$ cat config.mk
export PLATFORM = sky130hd
export DESIGN_NAME = cbcfg_regs
export DESIGN_NICKNAME = d
export VERILOG_FILES = /design/src/shared/cbcfg_pkg.sv /design/src/verilog/cbcfg_flag_cell.sv /design/src/verilog/cbcfg_current_scale.sv /design/src/verilog/cbcfg_regs.sv
export SDC_FILE = /design/constraint.sdc
export NUM_CORES = 1
export LEC_CHECK = 0
export BUFFER_PORTS_ARGS = -buffer_cell sky130_fd_sc_hd__buf_2
export CORE_AREA = 2 2 189 191
export CTS_CLUSTER_SIZE = 24
export DETAILED_ROUTE_END_ITERATION = 10
export DIE_AREA = 0 0 191 193
export SLEW_MARGIN = 40
export SYNTH_ARGS = -nofsm -noshare
export SYNTH_HDL_FRONTEND = slang
export SYNTH_HIERARCHICAL = 1
export SYNTH_SLANG_ARGS = --single-unit
$ cat constraint.sdc
create_clock -name sys_clk -period 18.1 [get_ports sys_clk]
set_input_delay 0.905 -clock sys_clk [delete_from_list [all_inputs] [get_ports sys_clk]]
set_output_delay 0.905 -clock sys_clk [all_outputs]
set_load 0.01 [all_outputs]
$ cat src/shared/cbcfg_pkg.sv
// Charger configuration bank: addresses, fields, reset values, carriers.
// Assumes one device clock; the serial port engine lives outside.
package cbcfg_pkg;

	// Register addresses on the serial control port
	localparam logic [7:0] CBCFG_ADDR_MASK = 8'h0a;
	localparam logic [7:0] CBCFG_ADDR_VBAT = 8'h12;
	localparam logic [7:0] CBCFG_ADDR_FAST = 8'h13;
	localparam logic [7:0] CBCFG_ADDR_PCHG = 8'h14;
	localparam logic [7:0] CBCFG_ADDR_TERM = 8'h15;
	localparam logic [7:0] CBCFG_ADDR_FLAGS = 8'h06;

	// Reset values
	localparam logic [7:0] CBCFG_RST_MASK = 8'h00;
	localparam logic [7:0] CBCFG_RST_VBAT = 8'h3c;
	localparam logic [7:0] CBCFG_RST_FAST = 8'h36;
	localparam logic [7:0] CBCFG_RST_PCHG = 8'h07;
	localparam logic [7:0] CBCFG_RST_TERM = 8'h14;

	// Event and mask bit positions (shared by flags and mask)
	localparam int CBCFG_BIT_WATCHDOG = 6;
	localparam int CBCFG_BIT_TIMEOUT = 5;
	localparam int CBCFG_BIT_OVERCUR = 4;
	localparam int CBCFG_BIT_WAKE1 = 2;
	localparam int CBCFG_BIT_WAKE2 = 1;
	localparam int CBCFG_BIT_RSTWARN = 0;
	localparam logic [7:0] CBCFG_EVENT_BITS = 8'h77;

	// Field positions
	localparam int CBCFG_RANGE_BIT = 7;
	localparam int CBCFG_TERM_LSB = 1;
	localparam int CBCFG_TERM_OFF_BIT = 0;

	// Scaling of codes into physical units
	localparam logic [12:0] CBCFG_VREG_BASE_MV = 13'h0e10;
	localparam logic [12:0] CBCFG_VREG_STEP_MV = 13'h000a;
	localparam logic [6:0] CBCFG_VREG_MAX_CODE = 7'h64;
	localparam logic [11:0] CBCFG_STEP_FINE_UA = 12'h4e2;
	localparam logic [11:0] CBCFG_STEP_COARSE_UA = 12'h9c4;
	localparam logic [6:0] CBCFG_PCT_SCALE = 7'h64;

	// One access from the serial port engine
	typedef struct packed {
		logic wr;
		logic rd;
		logic [7:0] addr;
		logic [7:0] wdata;
	} cbcfg_req_t;

	// Decoded settings handed to the charger core
	typedef struct packed {
		logic [12:0] vreg_mv;
		logic [19:0] fast_ua;
		logic [16:0] pre_ua;
		logic [4:0] term_pct;
		logic term_on;
	} cbcfg_set_t;

endpackage

$ cat src/verilog/cbcfg_flag_cell.sv
// One sticky event flag, cleared by a read of the flag register.
// Assumes the event and clear are synchronous to sys_clk.
`timescale 1ns/1ps
`default_nettype none
module cbcfg_flag_cell (
	input wire logic sys_clk, // Device clock
	input wire logic rst, // Async reset, active high
	input wire logic event_hit, // Event seen this cycle
	input wire logic clear, // Flag register read
	output logic flag // Latched event
);
	logic next_flag;

	// Set wins over clear so a coincident event is not lost
	assign next_flag = event_hit | (flag & ~clear);

	// Flag storage
	always_ff @(posedge sys_clk or posedge rst) begin
		if (rst) begin
			flag <= 1'b0;
		end else begin
			flag <= next_flag;
		end
	end
endmodule
`default_nettype wire

$ cat src/verilog/cbcfg_current_scale.sv
// Current code to microamps, with a fine or coarse step.
// Assumes code and range come from registered configuration.
`timescale 1ns/1ps
`default_nettype none
module cbcfg_current_scale #(
	parameter int CODE_W = 8, // Code width
	parameter int OUT_W = CODE_W + 12 // Result width in microamps
) (
	input wire logic [CODE_W-1:0] code, // Current code
	input wire logic coarse, // High selects the larger step
	output logic [OUT_W-1:0] level_ua // Current in microamps
);
	import cbcfg_pkg::*;
	logic [OUT_W-1:0] step_ua;

	// Step chosen by the range bit, then one multiply
	assign step_ua = coarse ? OUT_W'(CBCFG_STEP_COARSE_UA)
		: OUT_W'(CBCFG_STEP_FINE_UA);
	assign level_ua = OUT_W'(OUT_W'(code) * step_ua);
endmodule
`default_nettype wire

$ cat src/verilog/cbcfg_regs.sv
// Charger configuration and interrupt mask register bank.
// Assumes the serial port engine presents decoded byte accesses,
// one per cycle at most, synchronous to sys_clk.
//
// Behaviour
// - Mask bit 6 blocks watchdog interrupt
// - Mask bit 5 blocks charge timeout interrupt
// - Mask bit 4 blocks regulator overcurrent interrupt
// - Mask bits 2, 1 block wake timers
// - Mask bit 0 blocks reset warning
// - Mask at 0x0a, reset zero, reserved writable
// - Voltage is 3.6 V plus code times 10mV
// - Codes above 4.6 V stored as 4.6V
// - Range zero: fast current 1.25 mA steps
// - Range one: fast current 2.5 mA steps
// - Fast current register resets to 0x36
// - Bit 7 picks pre-charge step size
// - Fine range: pre-charge 1.25 mA per code
// - Coarse range: pre-charge 2.5 mA per code
// - Pre-charge at 0x14, reset 0x07
// - Termination at 0x15, reset 0x14
// - Terminate at code percent of fast current
// - Termination-off bit stops charge termination
// - Event flags latch, clear on read
`timescale 1ns/1ps
`default_nettype none
module cbcfg_regs (
	input wire logic sys_clk, // Device clock, 20 MHz
	input wire logic rst, // Async reset, active high
	input wire cbcfg_pkg::cbcfg_req_t req, // Byte access from port
	output logic [7:0] rdata, // Read data, registered
	output logic rvalid, // Read data valid, one cycle
	input wire logic [7:0] evt, // Event pulses at flag positions
	input wire logic charging, // Charger in fast charge
	input wire logic [19:0] meas_ua, // Measured charge current
	output cbcfg_pkg::cbcfg_set_t settings, // Decoded settings
	output logic charge_done, // Termination reached
	output logic host_irq_n // Interrupt to host, active low
);
	import cbcfg_pkg::*;

	// Decoded settings at reset, derived from register resets
	localparam logic [12:0] VREG_RST_MV = CBCFG_VREG_BASE_MV
		+ 13'(CBCFG_RST_VBAT[6:0]) * CBCFG_VREG_STEP_MV;
	localparam logic [19:0] FAST_RST_UA = 20'(CBCFG_RST_FAST)
		* 20'(CBCFG_STEP_FINE_UA);
	localparam logic [16:0] PRE_RST_UA = 17'(CBCFG_RST_PCHG[4:0])
		* 17'(CBCFG_STEP_FINE_UA);

	logic [7:0] irq_mask;
	logic [7:0] vbat;
	logic [7:0] fast_charge_current;
	logic [7:0] pchg;
	logic [7:0] term;
	logic [7:0] flags;

	// Address decode
	wire hit_mask = req.addr == CBCFG_ADDR_MASK;
	wire hit_vbat = req.addr == CBCFG_ADDR_VBAT;
	wire hit_fast = req.addr == CBCFG_ADDR_FAST;
	wire hit_pchg = req.addr == CBCFG_ADDR_PCHG;
	wire hit_term = req.addr == CBCFG_ADDR_TERM;
	wire hit_flags = req.addr == CBCFG_ADDR_FLAGS;
	wire flag_clear = req.rd & hit_flags;

	// Voltage code limited before it is stored
	wire [6:0] vcode_in = req.wdata[6:0];
	wire [6:0] vcode_lim = (vcode_in > CBCFG_VREG_MAX_CODE)
		? CBCFG_VREG_MAX_CODE : vcode_in;
	wire [7:0] next_vbat = {req.wdata[7], vcode_lim};

	// Mask register; reserved bits 7 and 3 stored as written
	always_ff @(posedge sys_clk or posedge rst) begin
		if (rst) begin
			irq_mask <= CBCFG_RST_MASK;
		end else if (req.wr && hit_mask) begin
			irq_mask <= req.wdata;
		end
	end

	// Charger configuration registers
	always_ff @(posedge sys_clk or posedge rst) begin
		if (rst) begin
			vbat <= CBCFG_RST_VBAT;
			fast_charge_current <= CBCFG_RST_FAST;
			pchg <= CBCFG_RST_PCHG;
			term <= CBCFG_RST_TERM;
		end else if (req.wr) begin
			if (hit_vbat) vbat <= next_vbat;
			if (hit_fast) fast_charge_current <= req.wdata;
			if (hit_pchg) pchg <= req.wdata;
			if (hit_term) term <= req.wdata;
		end
	end

	// One sticky flag per implemented event; others read zero
	genvar gi;
	generate
		for (gi = 0; gi < 8; gi++) begin : g_flag
			if (CBCFG_EVENT_BITS[gi]) begin : g_on
				cbcfg_flag_cell u_flag (
					.sys_clk(sys_clk),
					.rst(rst),
					.event_hit(evt[gi]),
					.clear(flag_clear),
					.flag(flags[gi])
				);
			end else begin : g_off
				assign flags[gi] = 1'b0;
			end
		end
	endgenerate

	// Masked events still latch; the mask only gates the pin
	wire [7:0] irq_live = flags & ~irq_mask & CBCFG_EVENT_BITS;
	wire next_irq_n = ~|irq_live;

	// Readback mux; unmapped addresses read zero
	wire [7:0] read_mux = hit_mask ? irq_mask
		: hit_vbat ? vbat
		: hit_fast ? fast_charge_current
		: hit_pchg ? pchg
		: hit_term ? term
		: hit_flags ? flags
		: 8'h00;

	// Read data captured before the flags clear on the same edge
	always_ff @(posedge sys_clk or posedge rst) begin
		if (rst) begin
			rdata <= 8'h00;
			rvalid <= 1'b0;
		end else begin
			rvalid <= req.rd;
			if (req.rd) rdata <= read_mux;
		end
	end

	// Current scaling shares one range bit for both currents
	wire coarse = pchg[CBCFG_RANGE_BIT];
	logic [19:0] fast_ua;
	logic [16:0] pre_ua;

	cbcfg_current_scale #(
		.CODE_W(8),
		.OUT_W(20)
	) u_fast (
		.code(fast_charge_current),
		.coarse(coarse),
		.level_ua(fast_ua)
	);

	cbcfg_current_scale #(
		.CODE_W(5),
		.OUT_W(17)
	) u_pre (
		.code(pchg[4:0]),
		.coarse(coarse),
		.level_ua(pre_ua)
	);

	// Regulation voltage in millivolts
	wire [12:0] vreg_mv = CBCFG_VREG_BASE_MV
		+ 13'(13'(vbat[6:0]) * CBCFG_VREG_STEP_MV);

	// Termination fields
	wire [4:0] term_code = term[CBCFG_TERM_LSB +: 5];
	wire term_on = ~term[CBCFG_TERM_OFF_BIT];

	// Percentage compare without a divider: meas*100 <= fast*code
	wire [26:0] meas_scaled = 27'(meas_ua) * 27'(CBCFG_PCT_SCALE);
	wire [26:0] term_limit = 27'(fast_ua) * 27'(term_code);
	// Code zero is not a legal level, so it never terminates
	wire next_done = charging & term_on & (term_code != 5'h00)
		& (meas_scaled <= term_limit);

	cbcfg_set_t next_settings;
	assign next_settings = '{
		vreg_mv: vreg_mv,
		fast_ua: fast_ua,
		pre_ua: pre_ua,
		term_pct: term_code,
		term_on: term_on
	};

	// Outputs registered to keep the multipliers off the pins
	always_ff @(posedge sys_clk or posedge rst) begin
		if (rst) begin
			settings <= '{
				vreg_mv: VREG_RST_MV,
				fast_ua: FAST_RST_UA,
				pre_ua: PRE_RST_UA,
				term_pct: CBCFG_RST_TERM[5:1],
				term_on: 1'b1
			};
			charge_done <= 1'b0;
			host_irq_n <= 1'b1;
		end else begin
			settings <= next_settings;
			charge_done <= next_done;
			host_irq_n <= next_irq_n;
		end
	end
endmodule
`default_nettype wire

==> flow_metrics.tcl <==
set metrics [dict create \
    status "complete, no violations" \
    critPathKind "reg2reg" \
    yosys.area.top_type "ha_1" \
    cpMostUsedCell "fa_1" \
    drv_cap 0 \
    syn_inst 1359 \
    worst_r2r_path_depth 34 \
    syn_area_um2 13100 \
    antenna_cells 0 \
    placed_cells 1921 \
    grt_pass1_vias 9749 \
    final_nets 1827 \
    critPathLaunch "pchg[7]" \
    synth-seq-area-share_pct 21.7 \
    routabilityCongestion 0.853 \
    ioPinCount 116 \
    maxSlewViolCount 0 \
    power.density_nw_per_um2 59.1 \
    synth_top_family_by_area "adder cells" \
    grt_overflow 0 \
    crit_buf_inv 5 \
    synth_compound_area_share_pct 12.9 \
    dieArea_um2 36900 \
    synth_cell_types 79 \
    yosys_warnings 6 \
    ant_nets 0 \
    synth_mux_area_share_pct 3.70 \
    critPathCapture "charge_done" \
    hold_viol 0 \
    cts_sinks 112 \
    critPathMaxStageDelay_ns 0.67 \
    final_common_cell "inv_1" \
    cts.clk_slew.worst_paths_ns 0.08 \
    arrival_ns 9.91 \
    grt_pass1_wl_mm 48.0 \
    antenna_found_initial 0 \
    cts_tree "yes" \
    syn_avg_cell_area_um2 9.63 \
    drtIter0Drc 422 \
    synth_simple_gate_area_share_pct 13.8 \
    synth_seq_cells 112 \
    cts_made_buffers 9 \
    wl_per_cell_um 14.6 \
    synthXorXnorAreaFrac_pct 4.15 \
    vias 9701 \
    core_um2 35000 \
    fillCellCount 3493 \
    synth_ff_type "dfrtp_1" \
    clock.fmax_ghz 0.103 \
    critPathLaunchType "register" \
    hold_class "in2async" \
    final_cell_mix "inv_1 (241), ha_1 (197), buf_2 (112)" \
    slew_headroom_pct 43.5 \
    rows 69 \
    worst_pin_slew_ns 0.847 \
    whs_ns 0.434 \
    area_growth_pct 10.5 \
    htree_levels 3 \
    cp_slowest_cell "dfrtp_2" \
    floorplan.initialDensity_pct 37.4 \
    dr.pass1.iters 5 \
    io_buffer_count 112 \
    p_leak_nw 7.76 \
    ctsRootBufferMaster "clkbuf_16" \
    setup_tns_ns 0 \
    die_w_um 191 \
    cts_resized 0 \
    worstPathRequired_ns 18.34 \
    synth_top_area_share_pct 18.8 \
    final_cell_count_no_fill 1937 \
    synth_edf_count 0 \
    fin_util_pct 41.4 \
    routed_wl_mm 28.2 \
    ir_drop_uv 56.2 \
    cp_max_fo 30 \
    viasPerCell 5.01 \
    synth_area_leaders "ha_1 (19%), fa_1 (17%), dfrtp_1 (15%), dfstp_2 (7.0%), inv_1 (6.9%)" \
    setup_viol 0 \
    clock_latency_ns 0.36 \
    post_cts_buffers 0 \
    drcViolationCount 0 \
    hold_buffers 0 \
    cp.depth 34 \
    timing.final.crit_share_pct 53.5 \
    r2r_start "pchg[7]" \
    clockBufferDepth 2 \
    cpLargestDelayFamily "adder cells" \
    track_usage_pct 16.1 \
    worstSetupEndpointType "register" \
    async_flop_share_pct 100 \
    die_y_um 193 \
    grt_start_max_net_pins 67 \
    r2r-end "charge_done" \
    skew_ns 0.0107 \
    dp_hpwl_mm 23.2 \
    synthAdderAreaFrac_pct 35.6 \
    layout-drive-gt1-share_pct 15.9 \
    period_minus_slack_ns 9.68 \
    rsz0062_at_grt "false" \
    r2r_slack_ns 8.42 \
]
metal layers:
metal	global-route usage (%)	routed length, um
met2	27.2	13500
met4	2.83	312
met5	0	0
met3	2.06	985
met1	22.4	13400
per-stage QoR:
step | total power, mW | setup slack (ns) | area (um^2)
6_report | 0.855 | 8.42 | 14500
5_1_grt | 0.934 | 7.94 | 14500
4_1_cts | 0.870 | 8.10 | 14500
3_5_place_dp | 0.665 | 8.12 | 14200
3_3_place_gp | 0.657 | 8.21 | 14200
2_1_floorplan | 0.565 | 9.29 | 13100
state kept, by name, summed over array words and instances (netlist names):
name	flops
charge_done	1
pchg	8
vbat	8
host_irq_n	1
g_flag.g_on.u_flag/flag	6
settings	55
fast_charge_current	8
irq_mask	8
term	8
rvalid	1
rdata	8
where the power goes:
group / leakage (nW) / internal [mW] / switching (mW)
sequential: 1.33 / 0.276 / 0.0150
clock: 0.142 / 0.0962 / 0.101
combinational: 6.29 / 0.158 / 0.209
worst reg2reg max path: cells and delay by family, from the launching register on:
family | cells | cell delay, ns
flip-flops | 1 | 0.67
AND/OR/NAND/NOR | 7 | 1.16
buffers and inverters | 5 | 0.24
adder cells (fa/ha/maj) | 10 | 4.59
XOR/XNOR | 1 | 0.43
AO/OA/AOI/OAI | 11 | 2.46
cells by family after synthesis:
logic type                 count (synthesis)
and+or+nand+nor                          326
adders and majority gates                307
buffers and inverters                    268
AOI/OAI and AO/OA                        242
DFF                                      112
xor gates and xnor gates                  62
muxes                                     38
other                                      4
worst min path at each step:
stage / to / slack, ns / cells past startpoint
CTS: g_flag[4].g_on.u_flag/flag / 0.41 / 2
finish: g_flag[4].g_on.u_flag/flag / 0.43 / 2
global route: g_flag[5].g_on.u_flag/flag / 0.43 / 2
floorplan: settings[4] / 0.38 / 0
detailed placement: settings[44] / 0.46 / 0
global placement: rdata[4] / 0.46 / 1
layout make-up:
cell class                      instances  area (um^2)  area share [%]
Inverter                              242          911            6.30
Multi-Input combinational cell        991         9260            64.0
Clock inverter                          6         55.1           0.381
Timing Repair Buffer                  115          587            4.06
Clock buffer                           10          229            1.58
Sequential cell                       112         2850            19.7
Tap cell                              461          577            3.99
synth_stat cells (all sizes together) (4+ instances only):
| cell | instances |
|---|---|
| ha | 197 |
| a31oi | 8 |
| a222oi | 8 |
| and3 | 12 |
| o21a | 18 |
| clkbuf | 20 |
| a211o | 5 |
| xor2 | 28 |
| o21ai | 41 |
| xnor2 | 34 |
| nor2b | 9 |
| a22oi | 8 |
| nor2 | 51 |
| dfrtp | 77 |
| a21boi | 4 |
| a211oi | 9 |
| fa | 110 |
| buf | 6 |
| inv | 242 |
| o311a | 4 |
| o22ai | 5 |
| nor3 | 14 |
| and2 | 88 |
| nand3 | 11 |
| dfstp | 35 |
| nand3b | 11 |
| o21bai | 9 |
| a21oi | 53 |
| or2 | 7 |
| nor3b | 4 |
| conb | 4 |
| nand2b | 22 |
| nand2 | 73 |
| a21o | 34 |
| a31o | 4 |
| o2111ai | 6 |
| nand4 | 6 |
| mux2 | 35 |
(Power assumes the default switching activity.)
